<file path="src/logic/acp_pkg.sv">
package acp_pkg;

    // register offsets
    localparam logic [6:0] ADDR_SOFT_RESET_CTRL     = 7'h00;
    localparam logic [6:0] ADDR_POWER_DOWN_CTRL     = 7'h01;
    localparam logic [6:0] ADDR_OUTPUT_CLOCK_TIMING = 7'h02;
    localparam logic [6:0] ADDR_OUTPUT_MODE         = 7'h03;
    localparam logic [6:0] ADDR_DATA_FORMAT         = 7'h04;

    // field positions
    localparam int SOFT_RESET_BIT   = 7;
    localparam int CLOCK_INVERT_BIT = 3;
    localparam int PHASE_LSB        = 1;
    localparam int DCS_BIT          = 0;
    localparam int TRISTATE_BIT     = 2;
    localparam int TEST_LSB         = 3;
    localparam int ABP_BIT          = 2;
    localparam int RAND_BIT         = 1;
    localparam int TWOS_BIT         = 0;

    // reset values
    localparam logic [1:0] POWER_DOWN_RESET = 2'h0;
    localparam logic [3:0] TIMING_RESET     = 4'h0;
    localparam logic       TRISTATE_RESET   = 1'b0;
    localparam logic [5:0] FORMAT_RESET     = 6'h00;

    // power-down codes
    localparam logic [1:0] PD_NORMAL   = 2'h0;
    localparam logic [1:0] PD_CH2_NAP  = 2'h1;
    localparam logic [1:0] PD_BOTH_NAP = 2'h2;
    localparam logic [1:0] PD_SLEEP    = 2'h3;

    // output modes
    localparam logic [1:0] OUT_MODE_CMOS = 2'h0;
    localparam logic [1:0] OUT_MODE_LVDS = 2'h1;

    // test patterns
    localparam logic [2:0] TEST_OFF     = 3'h0;
    localparam logic [2:0] TEST_ZEROS   = 3'h1;
    localparam logic [2:0] TEST_ONES    = 3'h3;
    localparam logic [2:0] TEST_CHECKER = 3'h5;
    localparam logic [2:0] TEST_TOGGLE  = 3'h7;

    localparam logic [16:0] CHECKER_A = 17'h15555;
    localparam logic [16:0] CHECKER_B = 17'h0AAAA;
    localparam logic [15:0] ODD_BITS  = 16'hAAAA;

    // serial word
    localparam logic [4:0] WORD_BITS     = 5'h10;
    localparam logic [4:0] HEADER_BITS   = 5'h08;
    localparam logic [7:0] SOFT_RESET_CYCLES = 8'h04;

    typedef enum logic [2:0] {
        ST_IDLE  = 3'b001,
        ST_SHIFT = 3'b010,
        ST_HOLD  = 3'b100
    } acp_state_e;

    typedef struct packed {
        logic       rw;
        logic [6:0] addr;
        logic [7:0] data;
    } acp_word_s;

    typedef struct packed {
        logic        overrange;
        logic [15:0] data;
    } acp_sample_s;

endpackage

</file>
<file path="src/logic/acp_mode_port.sv">
`timescale 1ns/100ps
module acp_mode_port
(
    input  wire logic                clock,
    input  wire logic                reset,
    input  wire logic                program_mode_select,
    input  wire logic                cs_n,
    input  wire logic                sck,
    input  wire logic                sdi,
    input  wire logic                sdo_in,
    output logic                     sdo_out,
    output logic                     sdo_oe,
    input  wire logic                sample_valid,
    input  wire acp_pkg::acp_sample_s sample_in,
    output acp_pkg::acp_sample_s     sample_out,
    output logic                     sample_oe,
    output logic                     sample_clock_out,
    output logic                     sample_clock_oe,
    output logic [1:0]               power_down_code,
    output logic [1:0]               output_mode,
    output logic                     duty_cycle_stabilizer_en,
    output logic [1:0]               out_clock_phase_sel,
    output logic                     out_clock_invert
);

    // pins are asynchronous: two flops before any use
    logic [4:0]           sync1_r;
    logic [4:0]           sync2_r;
    logic                 sck_prev_r, cs_prev_r;

    always_ff @(posedge clock)
    begin
        if (reset)
        begin
            sync1_r    <= 5'h09; // idle levels: serial mode, cs high, sck low, sdo pulled up
            sync2_r    <= 5'h09;
            sck_prev_r <= 1'b0;
            cs_prev_r  <= 1'b1;
        end
        else
        begin
            sync1_r    <= {program_mode_select, cs_n, sck, sdi, sdo_in};
            sync2_r    <= sync1_r;
            sck_prev_r <= sync2_r[2];
            cs_prev_r  <= sync2_r[3];
        end
    end

    logic par_mode, cs_s, sck_s, sdi_s, sdo_s;
    logic sck_rise, sck_fall, cs_fall, cs_rise;
    assign par_mode = sync2_r[4];
    assign cs_s     = sync2_r[3];
    assign sck_s    = sync2_r[2];
    assign sdi_s    = sync2_r[1];
    assign sdo_s    = sync2_r[0];
    assign sck_rise = sck_s & ~sck_prev_r;
    assign sck_fall = ~sck_s & sck_prev_r;
    assign cs_fall  = ~cs_s & cs_prev_r;
    assign cs_rise  = cs_s & ~cs_prev_r;

    // serial port and register file
    acp_pkg::acp_state_e st_r, st_nxt;
    logic [4:0]           cnt_r, cnt_nxt;
    logic [15:0]          sr_r, sr_nxt;
    logic [7:0]           rd_r, rd_nxt;
    logic                 rding_r, rding_nxt, off_r, off_nxt, sdo_oe_r, sdo_oe_nxt;
    logic [7:0]           srst_r, srst_nxt;
    logic [1:0]           pd_r, pd_nxt;
    logic [3:0]           tim_r, tim_nxt;
    logic [5:0]           fmt_r, fmt_nxt;
    acp_pkg::acp_word_s   word;

    function automatic logic [7:0] reg_read(input logic [6:0] addr, input logic [7:0] srst, input logic [1:0] pd,
                                            input logic [3:0] tim, input logic off, input logic [5:0] fmt);
        logic [7:0] v;
        v = 8'h00;
        unique case (addr)
            acp_pkg::ADDR_SOFT_RESET_CTRL:     v[acp_pkg::SOFT_RESET_BIT] = (srst != 8'h00);
            acp_pkg::ADDR_POWER_DOWN_CTRL:     v[1:0] = pd;
            acp_pkg::ADDR_OUTPUT_CLOCK_TIMING: v[3:0] = tim;
            acp_pkg::ADDR_OUTPUT_MODE:         v[acp_pkg::TRISTATE_BIT] = off;
            acp_pkg::ADDR_DATA_FORMAT:         v[5:0] = fmt;
            default:                           v = 8'h00;
        endcase
        return v;
    endfunction

    always_comb
    begin
        st_nxt    = st_r;
        cnt_nxt   = cnt_r;
        sr_nxt    = sr_r;
        rd_nxt    = rd_r;
        rding_nxt = rding_r;
        srst_nxt  = srst_r;
        pd_nxt    = pd_r;
        tim_nxt   = tim_r;
        off_nxt   = off_r;
        fmt_nxt   = fmt_r;
        word      = acp_pkg::acp_word_s'({sr_r[14:0], sdi_s});
        if (srst_r != 8'h00)
            srst_nxt = srst_r - 8'h01;
        if (par_mode)
        begin
            st_nxt    = acp_pkg::ST_IDLE;
            rding_nxt = 1'b0;
        end
        else
        begin
            unique case (st_r)
                acp_pkg::ST_IDLE:
                begin
                    if (cs_fall)
                    begin
                        st_nxt    = acp_pkg::ST_SHIFT;
                        cnt_nxt   = 5'h00;
                        rding_nxt = 1'b0;
                    end
                end
                acp_pkg::ST_SHIFT:
                begin
                    if (cs_rise)
                    begin
                        st_nxt    = acp_pkg::ST_IDLE;
                        rding_nxt = 1'b0;
                    end
                    else if (sck_rise)
                    begin
                        sr_nxt  = {sr_r[14:0], sdi_s};
                        cnt_nxt = cnt_r + 5'h01;
                        if (cnt_nxt == acp_pkg::HEADER_BITS && sr_r[6])
                        begin
                            rding_nxt = 1'b1;
                            rd_nxt    = reg_read({sr_r[5:0], sdi_s}, srst_r, pd_r, tim_r, off_r, fmt_r);
                        end
                        if (cnt_nxt == acp_pkg::WORD_BITS)
                        begin
                            st_nxt = acp_pkg::ST_HOLD;
                            if (!rding_r)
                            begin
                                unique case (word.addr)
                                    acp_pkg::ADDR_SOFT_RESET_CTRL:
                                    begin
                                        if (word.data[acp_pkg::SOFT_RESET_BIT])
                                        begin
                                            srst_nxt = acp_pkg::SOFT_RESET_CYCLES;
                                            pd_nxt   = acp_pkg::POWER_DOWN_RESET;
                                            tim_nxt  = acp_pkg::TIMING_RESET;
                                            off_nxt  = acp_pkg::TRISTATE_RESET;
                                            fmt_nxt  = acp_pkg::FORMAT_RESET;
                                        end
                                    end
                                    acp_pkg::ADDR_POWER_DOWN_CTRL:     pd_nxt  = word.data[1:0];
                                    acp_pkg::ADDR_OUTPUT_CLOCK_TIMING: tim_nxt = word.data[3:0];
                                    acp_pkg::ADDR_OUTPUT_MODE:         off_nxt = word.data[acp_pkg::TRISTATE_BIT];
                                    acp_pkg::ADDR_DATA_FORMAT:         fmt_nxt = word.data[5:0];
                                    default:                           ;
                                endcase
                            end
                        end
                    end
                    else if (sck_fall && rding_r && cnt_r > acp_pkg::HEADER_BITS)
                        rd_nxt = {rd_r[6:0], 1'b1};
                end
                acp_pkg::ST_HOLD:
                begin
                    // clocks past the sixteenth are ignored
                    if (cs_rise)
                    begin
                        st_nxt    = acp_pkg::ST_IDLE;
                        rding_nxt = 1'b0;
                    end
                    else if (sck_fall && rding_r)
                        rd_nxt = {rd_r[6:0], 1'b1};
                end
                default: st_nxt = acp_pkg::ST_IDLE;
            endcase
        end
        // drive low only for a zero bit; a one is left to the pull-up
        sdo_oe_nxt = rding_nxt && !rd_nxt[7] && (st_nxt != acp_pkg::ST_IDLE) && (cnt_nxt >= acp_pkg::HEADER_BITS);
    end

    always_ff @(posedge clock)
    begin
        if (reset)
        begin
            st_r     <= acp_pkg::ST_IDLE;
            cnt_r    <= 5'h00;
            sr_r     <= 16'h0000;
            rd_r     <= 8'hFF;
            rding_r  <= 1'b0;
            srst_r   <= 8'h00;
            pd_r     <= acp_pkg::POWER_DOWN_RESET;
            tim_r    <= acp_pkg::TIMING_RESET;
            off_r    <= acp_pkg::TRISTATE_RESET;
            fmt_r    <= acp_pkg::FORMAT_RESET;
            sdo_oe_r <= 1'b0;
        end
        else
        begin
            st_r     <= st_nxt;
            cnt_r    <= cnt_nxt;
            sr_r     <= sr_nxt;
            rd_r     <= rd_nxt;
            rding_r  <= rding_nxt;
            srst_r   <= srst_nxt;
            pd_r     <= pd_nxt;
            tim_r    <= tim_nxt;
            off_r    <= off_nxt;
            fmt_r    <= fmt_nxt;
            sdo_oe_r <= sdo_oe_nxt;
        end
    end

    assign sdo_out = 1'b0;
    assign sdo_oe  = sdo_oe_r;
    // mode outputs and sample path
    logic [1:0]           pdc_r, pdc_nxt, om_r, om_nxt, ph_r, ph_nxt;
    logic                 dcs_r, dcs_nxt, inv_r, inv_nxt, oe_r, oe_nxt, alt_r, alt_nxt, sclk_r, sclk_nxt;
    acp_pkg::acp_sample_s so_r, so_nxt;
    logic [2:0]           test;
    logic [15:0]          d;

    always_comb
    begin
        alt_nxt = alt_r;
        so_nxt  = so_r;
        d       = sample_in.data;
        test    = fmt_r[acp_pkg::TEST_LSB +: 3];
        if (par_mode)
        begin
            dcs_nxt  = cs_s;
            om_nxt   = sck_s ? acp_pkg::OUT_MODE_LVDS : acp_pkg::OUT_MODE_CMOS;
            pdc_nxt  = {sdi_s, sdo_s};
            ph_nxt   = 2'h0;
            inv_nxt  = 1'b0;
            oe_nxt   = 1'b1;
            test     = acp_pkg::TEST_OFF;
        end
        else
        begin
            dcs_nxt  = tim_r[acp_pkg::DCS_BIT];
            om_nxt   = acp_pkg::OUT_MODE_CMOS;
            pdc_nxt  = (srst_r != 8'h00) ? acp_pkg::PD_SLEEP : pd_r;
            ph_nxt   = tim_r[acp_pkg::PHASE_LSB +: 2];
            inv_nxt  = tim_r[acp_pkg::CLOCK_INVERT_BIT];
            oe_nxt   = ~off_r;
        end
        // sample clock follows valid; phase delay is applied in the output pad
        sclk_nxt = sample_valid ^ inv_nxt;
        if (sample_valid)
        begin
            alt_nxt = ~alt_r;
            // alternate polarity forces offset binary
            if (fmt_r[acp_pkg::TWOS_BIT] && !fmt_r[acp_pkg::ABP_BIT])
                d[15] = ~d[15];
            if (fmt_r[acp_pkg::RAND_BIT])
                d[15:1] = d[15:1] ^ {15{d[0]}};
            if (fmt_r[acp_pkg::ABP_BIT])
                d = d ^ acp_pkg::ODD_BITS;
            unique case (test)
                acp_pkg::TEST_ZEROS:   so_nxt = 17'h00000;
                acp_pkg::TEST_ONES:    so_nxt = 17'h1FFFF;
                acp_pkg::TEST_CHECKER: so_nxt = alt_r ? acp_pkg::CHECKER_B : acp_pkg::CHECKER_A;
                acp_pkg::TEST_TOGGLE:  so_nxt = alt_r ? 17'h1FFFF : 17'h00000;
                default:               so_nxt = {sample_in.overrange, d};
            endcase
        end
    end

    always_ff @(posedge clock)
    begin
        if (reset)
        begin
            pdc_r  <= acp_pkg::PD_NORMAL;
            om_r   <= acp_pkg::OUT_MODE_CMOS;
            dcs_r  <= 1'b0;
            ph_r   <= 2'h0;
            inv_r  <= 1'b0;
            oe_r   <= 1'b1;
            alt_r  <= 1'b0;
            sclk_r <= 1'b0;
            so_r   <= 17'h00000;
        end
        else
        begin
            pdc_r  <= pdc_nxt;
            om_r   <= om_nxt;
            dcs_r  <= dcs_nxt;
            ph_r   <= ph_nxt;
            inv_r  <= inv_nxt;
            oe_r   <= oe_nxt;
            alt_r  <= alt_nxt;
            sclk_r <= sclk_nxt;
            so_r   <= so_nxt;
        end
    end

    assign sample_out               = so_r;
    assign sample_oe                = oe_r;
    assign sample_clock_out         = sclk_r;
    assign sample_clock_oe          = oe_r;
    assign power_down_code          = pdc_r;
    assign output_mode              = om_r;
    assign duty_cycle_stabilizer_en = dcs_r;
    assign out_clock_phase_sel      = ph_r;
    assign out_clock_invert         = inv_r;

endmodule

</file>
<file path="config.mk">
export PLATFORM = sky130hd
export DESIGN_NAME = acp_mode_port
export DESIGN_NICKNAME = d
export VERILOG_FILES = /design/src/logic/acp_pkg.sv /design/src/logic/acp_mode_port.sv
export SDC_FILE = /design/constraint.sdc
export NUM_CORES = 1
export LEC_CHECK = 0
export ABC_AREA = 1
export BUFFER_PORTS_ARGS = -buffer_cell sky130_fd_sc_hd__buf_2
export CAP_MARGIN = 5
export CELL_PAD_IN_SITES_DETAIL_PLACEMENT = 1
export CELL_PAD_IN_SITES_GLOBAL_PLACEMENT = 2
export CORE_UTILIZATION = 35
export DETAILED_ROUTE_END_ITERATION = 8
export GPL_TIMING_DRIVEN = 0
export HOLD_SLACK_MARGIN = 0.05
export PLACE_DENSITY = 0.91
export SYNTH_ARGS = -nofsm -noshare
export SYNTH_HDL_FRONTEND = slang
export SYNTH_SLANG_ARGS = --single-unit
</file>
<file path="constraint.sdc">
create_clock -name clock -period 4 [get_ports clock]
set_input_delay 0.2 -clock clock [delete_from_list [all_inputs] [get_ports clock]]
set_output_delay 0.2 -clock clock [all_outputs]
set_load 0.05 [all_outputs]
</file>
After elaboration in Yosys (flattened, before gate mapping)
Index checks and enable logic that the tools add are counted.
W data, S select, Z words.
{"block": "word_totals", "reg_bits": 93, "latch_bits": 0, "ram_bits": 0, "mem_bits_ro": 0, "in_bits": 25, "output_inout_bits": 30, "wordCells": 159, "memories": 0}
{"block": "classes", "n_addsub": 2, "multipliers": 0, "div": 0, "order_cmp": 2, "n_eq_ne": 24, "n_shift": 0, "mux": 63, "bitwise": 17, "n_reduce_logical": 25}
{"operator": "$mux W8", "n": 16}
{"operator": "$pmux W17 S4", "n": 1}
{"operator": "$mux W17", "n": 2}
{"operator": "$reduce_and A8 Y1", "n": 4}
{"operator": "$mux W15", "n": 2}
{"operator": "$eq A7 B2 Y1 const B", "n": 4}
{"operator": "$mux W3", "n": 7}
{"operator": "$mux W5", "n": 4}
{"operator": "$mux W16", "n": 1}
{"operator": "$pmux W8 S2", "n": 1}
{"operator": "$xor A15 B15 Y15", "n": 1}
{"operator": "$eq A7 B1 Y1 const B", "n": 2}
{"operator": "$eq A7 B3 Y1 const B", "n": 2}
{"operator": "$logic_not A7 Y1", "n": 2}
{"operator": "$mux W1", "n": 13}
{"operator": "$pmux W6 S2", "n": 1}
{"operator": "$not A1 Y1", "n": 10}
{"operator": "$pmux W5 S2", "n": 1}
{"operator": "$reduce_bool A2 Y1", "n": 5}
{"operator": "$eq A3 B3 Y1 const B", "n": 3}
{"operator": "$pmux W3 S3", "n": 1}
{"operator": "$mux W2", "n": 4}
{"operator": "$ne A2 B2 Y1 const B", "n": 4}
{"operator": "$not A8 Y8", "n": 1}
{"operator": "other kinds (25)", "n": 41}

Depth between registers and ports, before layout
Gate-level depths: netlist of run 1.
{"block": "logic_depth", "word_depth": 13, "ltp_mapped": 15, "mapped_depth_nobuf": 15}

Worst setup path before layout of run 1
Ideal clock, no wire load.
{"block": "synth_timing", "path_type": "register to register", "start": "register cnt_r[1]", "end": "register tim_r[3]", "setup_ps": 132, "arrival_ps": 1723, "slack_ps": 2145, "stages_incl_launch_ff": 11, "path_buffers": 0, "path_cell_list": "dfxtp_1 > ha_1 > inv_2 > nand2_1 > nand3_1 > nor3_4 > inv_2 > nor4_4 > nand2_1 > nand2_1 > a21oi_1"}
{"block": "synth_between", "elab_chain_cells": 3}
{"element": "start: declaration", "line_no": "acp_mode_port.sv:63", "rtl": "logic [4:0] cnt_r, cnt_nxt;"}
{"element": "start signal: assignment", "line_no": "acp_mode_port.sv:202", "rtl": "cnt_r <= cnt_nxt;"}
{"element": "$add A5 B1 Y5", "line_no": "acp_mode_port.sv:130", "rtl": "cnt_nxt = cnt_r + 5'h01;"}
{"element": "$eq A5 B5 Y1", "line_no": "acp_mode_port.sv:136", "rtl": "if (cnt_nxt == acp_pkg::WORD_BITS)"}
{"element": "$reduce_and A8 Y1 (no line)"}
{"element": "end signal: assignment", "line_no": "acp_mode_port.sv:194", "rtl": "tim_r <= acp_pkg::TIMING_RESET;"}
{"element": "end signal: assignment", "line_no": "acp_mode_port.sv:208", "rtl": "tim_r <= tim_nxt;"}
{"element": "end: declaration", "line_no": "acp_mode_port.sv:69", "rtl": "logic [3:0] tim_r, tim_nxt;"}
No other way between the ends.
A chain may end at the register's enable or synchronous reset.

Final worst setup path of run 1
{"block": "layout_timing", "start": "register cnt_r[1]", "end": "register tim_r[1]"}
The elaborated chain is that of the path after synthesis.

==> results of run 1 <==
[layout by cell type (no fill, tap or decap), drive strengths merged]
master       netlist  layout
dfxtp             92      92
nor2              67      67
o211ai             4       4
ha                 4       4
o21a               1       1
clkinvlp           0       1
o31ai              1       1
nor3              13      13
o21ai             55      55
or2               12      12
clkinv             0       2
conb               1       2
nor4               7       7
nand4             16      16
dlygate4sd3        0       4
a31oi              3       3
a21oi             72      72
clkbuf            15      26
a32oi              1       1
xnor2              2       2
xor2              11      11
o2111ai            1       1
a22oi              1       1
nand2            111     111
buf                9      60
bufinv             0       1
inv               66      67
nand3             31      31
a211oi             5       5
a21o               1       1
o22ai              3       3
[layer usage]
metal	vias up	global-route usage, %	part of all wire [%]	routed length, um
met5	-	0	0	0
met4	0	6.23	1.2	158
met3	7	4.99	2.7	354
met2	52	34.6	48	6250
met1	2103	27.1	48	6120
li1	2138	-	-	-
[worst register-to-register path, delay by kind of cell (launching register included)]
kind | cells | cell delay (ns)
simple gates | 6 | 1.24
fa+ha+maj | 1 | 0.31
compound gates | 1 | 0.07
flops | 1 | 0.42
buf+inv | 2 | 0.14
[cell type report]
type / count / area [um^2]
buffer: 24 / 111
clock buffer: 11 / 233
clock inverter: 5 / 60.1
fill: 1573 / 6920
inverter: 66 / 248
multi-input combinational: 424 / 2190
sequential: 92 / 1840
tap: 168 / 210
timing repair buffer: 55 / 295
[repair_timing]
item | in CTS | in global routing
hold buffers | 4 | 0
endpoints found under the hold margin | 4 | 0
resized for setup | 0 | 0
[synthesized netlist by cell type (2+ instances only)]
cell type | number | area (um^2)
clkbuf_1 | 15 | 56.3
dfxtp_1 | 92 | 1840
nor4_2 | 2 | 25.0
nor4_1 | 4 | 25.0
ha_1 | 4 | 50.1
nand2_2 | 2 | 12.5
a31oi_1 | 3 | 18.8
xor2_1 | 11 | 96.3
buf_4 | 4 | 30.0
nand2_1 | 109 | 409
nor2_1 | 63 | 236
o22ai_1 | 3 | 18.8
nor2_4 | 2 | 22.5
a21oi_1 | 71 | 355
o211ai_1 | 4 | 30.0
inv_2 | 5 | 18.8
nand3_1 | 29 | 145
buf_2 | 5 | 25.0
inv_1 | 61 | 229
nor3_4 | 4 | 65.1
a211oi_1 | 5 | 37.5
xnor2_1 | 2 | 17.5
nand4_1 | 16 | 100
nor2_2 | 2 | 12.5
nor3_1 | 9 | 45.0
or2_2 | 12 | 75.1
o21ai_0 | 53 | 265
[metrics by stage]
step	cell area (um^2)	hold slack, ns	util [%]	setup slack (ns)
after CTS	5190	0.0575	42.8	1.70
after detailed placement	4860	0.387	40.1	1.70
final	5190	0.0655	42.8	1.71
after global routing	5190	0.0795	42.8	1.46
after floorplan	4390	0.304	-	2.14
after global placement	4860	0.385	40.1	1.79
[kinds of logic after synthesis]
family / after synthesis
compound gates: 148
xor+xnor: 13
fa+ha+maj: 4
buf+inv: 90
flops: 92
other cells: 1
simple gates: 257
[flip-flops by register name, summed over array words and instances, names as in the netlist, 2 cells and up]
signal               cells
srst_r                   8
power_down_code          2
sr_r                    14
rd_r                     8
cnt_r                    5
pd_r                     2
tim_r                    4
st_r                     3
out_clock_phase_sel      2
sample_out              17
sync1_r                  5
sync2_r                  5
fmt_r                    6
[final timing paths]
| check | start | cells after the start | endpoint | slack [ns] |
|---|---|---|---|---|
| max | cnt_r[1] | 10 | tim_r[1] | 1.71 |
| min | sck | 3 | sync1_r[2] | 0.07 |
| max reg2reg | cnt_r[1] | 10 | tim_r[1] | 1.71 |
| min reg2reg | sync1_r[2] | 2 | sync2_r[2] | 0.40 |
[power by group through the flow]
stage	Combinational, mW	Sequential, mW	Clock [mW]
after floorplan	0.196	1.10	0
after global placement	0.353	1.02	0
after detailed placement	0.363	1.03	0
after CTS	0.371	1.01	0.883
after global routing	0.410	1.01	0.913
final	0.367	1.01	0.854
==> flow_metrics.env, run 1 <==
export IMPL_drtIter0Drc=172
export IMPL_synth_area_um2=4390
export IMPL_total_power_mw=2.23
export IMPL_drc=0
export IMPL_synthAdderAreaFrac_pct=1.14
export IMPL_p_per_area_nw_per_um2=430
export IMPL_synth_area_mux_share_pct=0
export IMPL_irDropWorstVdd_uv=241
export IMPL_yosysUniqueCellTypes=40
export IMPL_fin_crit_sh_pct=57.3
export IMPL_crit_family="simple AND/OR/NAND/NOR gates"
export IMPL_clkTransAtPathRegs_ns=0.07
export IMPL_worst_path_buf_inv=2
export IMPL_fin_nets=701
export IMPL_numCtsBuffers=9
export IMPL_viasPerCell=5.09
export IMPL_crit_type="flip-flop to flip-flop"
export IMPL_start_kind="flip-flop"
export IMPL_synth_simple_gate_area_share_pct=27.9
export IMPL_min_period_ns=2.29
export IMPL_avgSynthCellArea_um2=7.25
export IMPL_cts_root_buffer="clkbuf_16"
export IMPL_die_area_um2=13000
export IMPL_grtUsageTotal_pct=21.0
export IMPL_die_x_um=114
export IMPL_rows=40
export IMPL_numPlacedInstances=825
export IMPL_antenna_found_initial=0
export IMPL_ys_ff_latch=92
export IMPL_ys_warn_count=0
export IMPL_cap_violations=0
export IMPL_clock_latency_ns=0.36
export IMPL_tns_ns=0
export IMPL_max_stage_delay_ns=0.42
export IMPL_postSynthCellCount=605
export IMPL_status="finished, final reports clean"
export IMPL_cp_end_kind="flip-flop"
export IMPL_p_sw_share_pct=29.4
export IMPL_die_h_um=114
export IMPL_synthArstFlopShare_pct=0
export IMPL_globalRouteOverflowTotal=0
export IMPL_cp_max_fo=8
export IMPL_path_common_cell="nand2_1"
export IMPL_dp_hpwl_um=9920
export IMPL_p_int_mw=1.57
export IMPL_arrival_ns=2.51
export IMPL_finalHoldViolations=0
export IMPL_dr_pass1_iters=4
export IMPL_synth_compound_area_share_pct=18.1
export IMPL_cts_tree="done"
export IMPL_crit_path_top_delay_cell="dfxtp_1"
export IMPL_synth_xor_area_share_pct=2.60
export IMPL_pwr_share_seq_pct=45.2
export IMPL_cts_sinks=92
export IMPL_post_cts_buffers=0
export IMPL_synth_seq_area_share_pct=42.0
export IMPL_drive_gt1_share_pct=16.0
export IMPL_slew_violations=0
export IMPL_wl_um=12900
export IMPL_cts_path_max_buffers=2
export IMPL_ant_nets=0
export IMPL_fin_skew_ns=0.0151
export IMPL_portBuffers=51
export IMPL_synth_edff_count=0
export IMPL_finalSetupViolCount=0
export IMPL_fmax_mhz=436
export IMPL_start_util_pct=36.2
export IMPL_tightest_slew_ns=0.712
export IMPL_num_vias=4300
export IMPL_grt_pass1_vias=4243
export IMPL_required_ns=4.22
export IMPL_coreArea_um2=12100
export IMPL_comb_power_share_pct=16.5
export IMPL_grt_max_degree=16
export IMPL_cp_cell_sequence="ha_1 -> inv_2 -> nand2_1 -> nand3_1 -> nor3_4 -> inv_2 -> nor4_4 -> nand2_1 -> nand2_1 -> a21oi_1"
export IMPL_avgRoutedWirePerCell_um=15.3
export IMPL_ios=55
export IMPL_synth_flop_cell="dfxtp_1"
export IMPL_grt_pass1_wl_um=21100
export IMPL_hold_path_class="input pin to flip-flop"
export IMPL_p_sw_uw=656
export IMPL_power_frac_clock_pct=38.3
export IMPL_rsz0062_at_grt="no"
export IMPL_area_growth_pct=18.3
export IMPL_synth_top_family_by_area="simple AND/OR/NAND/NOR gates"
export IMPL_final_cells=845
export IMPL_n_antenna_cell=0
export IMPL_cts_max_level=3
export IMPL_slew_limit_headroom_pct=52.2
export IMPL_gp_congestion=0.808
export IMPL_power_leakage_nw=2.21
(Power assumes the default switching activity.)
==> run 2, diff against run 1 <==
CORE_UTILIZATION = 30   (was 35)
PLACE_DENSITY = 0.83   (was 0.91)
clock period = 2 ns   (was 4 ns; I/O delays follow)
==> run 2 against run 1 <==
  * Clock-buffer cell count did not move
  * Global-route usage fell by 1.6 points
  * Power rose by 110%
  * Non-clock buffer count rose by 12
  * Worst setup slack got worse by 1.6 ns
  * Design area rose by 4.7%
  * Critical endpoint is now fmt_r[0]
  * Highest routed layer unchanged
==> flow_metrics.env, run 2 (same netlist as run 1, synthesis figures left out) <==
export IMPL_status="finished, final reports clean"
export IMPL_die_x_um=123
export IMPL_final_util_pct=38.5
export IMPL_tns_ns=0
export IMPL_power_leakage_nw=2.30
export IMPL_postPlaceCellArea_um2=4870
export IMPL_dr_pass1_iters=4
export IMPL_r2r_start="cnt_r[0]"
export IMPL_fin_crit_sh_pct=95.5
export IMPL_n_antenna_cell=0
export IMPL_die_h_um=123
export IMPL_coreArea_um2=14100
export IMPL_crit_type="flip-flop to flip-flop"
export IMPL_cts_sinks=92
export IMPL_hold_path_class="input pin to flip-flop"
export IMPL_mostFrequentLayoutCells="nand2_1 (107), dfxtp_1 (89), a21oi_1 (70)"
export IMPL_wl_um=14000
export IMPL_gp_congestion=0.871
export IMPL_viasPerCell=5.03
export IMPL_ios=55
export IMPL_rows=43
export IMPL_cts_path_max_buffers=2
export IMPL_clkTransAtPathRegs_ns=0.06
export IMPL_slew_limit_headroom_pct=53.8
export IMPL_tightest_slew_ns=0.693
export IMPL_fmax_mhz=524
export IMPL_regToRegSetupSlack_ns=0.09
export IMPL_rsz0062_at_grt="yes"
export IMPL_hp_start="sample_in[6]"
export IMPL_fillers=1785
export IMPL_cts_tree="done"
export IMPL_clock_latency_ns=0.35
export IMPL_p_per_area_nw_per_um2=844
export IMPL_largest_register_ffs=17
export IMPL_cts_root_buffer="clkbuf_16"
export IMPL_r2r_cells=12
export IMPL_area_growth_pct=23.8
export IMPL_grt_max_degree=16
export IMPL_antenna_found_initial=0
export IMPL_cp_end_kind="flip-flop"
export IMPL_numCtsBuffers=9
export IMPL_dp_hpwl_um=10600
export IMPL_irDropWorstVdd_uv=397
export IMPL_portBuffers=51
export IMPL_final_area_um2=5430
export IMPL_min_period_ns=1.91
export IMPL_start_kind="flip-flop"
export IMPL_fin_skew_ns=0.0112
export IMPL_cap_violations=0
export IMPL_fin_nets=713
export IMPL_cp_max_fo=7
export IMPL_grt_pass1_vias=4299
export IMPL_num_vias=4369
export IMPL_drtIter0Drc=204
export IMPL_arrival_ns=2.11
export IMPL_ant_nets=0
export IMPL_drive_gt1_share_pct=21.0
export IMPL_mostFrequentLayoutCell="nand2_1"
export IMPL_globalRouteOverflowTotal=0
export IMPL_avgRoutedWirePerCell_um=16.1
export IMPL_cts_max_level=3
export IMPL_grt_pass1_wl_um=21900
export IMPL_die_area_um2=15100
export IMPL_drc=0
export IMPL_required_ns=2.20
export IMPL_finalSetupViolCount=0
export IMPL_slew_violations=0
export IMPL_hold_path_cell_count=4
export IMPL_grtUsageTotal_pct=19.3
export IMPL_holdPathEnd="sample_out[6]"
export IMPL_start_util_pct=31.1
export IMPL_finalHoldViolations=0
export IMPL_r2r_end="fmt_r[0]"
==> run 2: timing repair <==
item / 4_1_cts / 5_1_grt
pin swaps: 1 / 6
buffers inserted: 3 / 7
hold buffers: 6 / 0
resized for setup: 7 / 29
endpoints found under the hold margin: 6 / 0
endpoints found under the setup margin: 25 / 44
==> run 2: layout make-up <==
cell class	count	area (um^2)	area share [%]
flip-flops and latches	92	1850	34.1
well taps	180	225	4.15
plain buffers	24	113	2.07
clock inverters	5	58.8	1.08
multi-input cells	424	2290	42.2
repair buffers	67	394	7.25
clock buffers	11	253	4.65
inverters	66	248	4.56
==> run 2: worst max-delay path by stage <==
stage | startpoint | endpoint | slack [ns] | cells past startpoint
detailed placement | cnt_r[1] | srst_r[0] | -0.30 | 8
finish | cnt_r[0] | fmt_r[0] | 0.09 | 12
CTS | sync2_r[2] | sdo_oe | 0.01 | 9
floorplan | cnt_r[1] | tim_r[3] | 0.14 | 10
global placement | cnt_r[1] | srst_r[1] | -0.23 | 8
global route | cnt_r[0] | fmt_r[0] | -0.04 | 12
==> run 2: where the power goes <==
group	internal, mW	switching (mW)	leakage (nW)
combinational	0.245	0.543	1.40
clock	1.04	0.746	0.148
sequential	1.94	0.0716	0.754
==> run 2: per-layer routing <==
| layer | global-route usage [%] | vias to the layer above | wire length (um) |
|---|---|---|---|
| li1 | - | 2167 | - |
| met1 | 24.9 | 2137 | 6550 |
| met2 | 32.3 | 52 | 6730 |
| met3 | 3.92 | 13 | 494 |
| met4 | 5.95 | 0 | 205 |
| met5 | 0 | - | 0 |
==> run 2: per-stage QoR <==
| stage | cells | total power [mW] | hold slack (ns) | setup slack, ns |
|---|---|---|---|---|
| 4_1_cts | 862 | 4.61 | 0.0543 | 0.00957 |
| 6_report | 869 | 4.59 | 0.0654 | 0.0899 |
| 5_1_grt | 869 | 4.81 | 0.0687 | -0.0377 |
| 2_1_floorplan | 606 | 2.58 | 0.204 | 0.145 |
| 3_5_place_dp | 837 | 2.80 | 0.291 | -0.305 |
| 3_3_place_gp | 837 | 2.76 | 0.285 | -0.228 |
==> run 2: critical path, cell delays in order, from the launching register on <==
cell and delay (ns):
dfxtp_4 0.37, ha_4 0.17, nand3_2 0.10, nand2_2 0.09, nand2_2 0.09, nor3_4 0.20
buf_4 0.14, inv_2 0.04, nor4_4 0.18, buf_6 0.18, nand2_4 0.07, nand2_1 0.06
a21oi_1 0.06
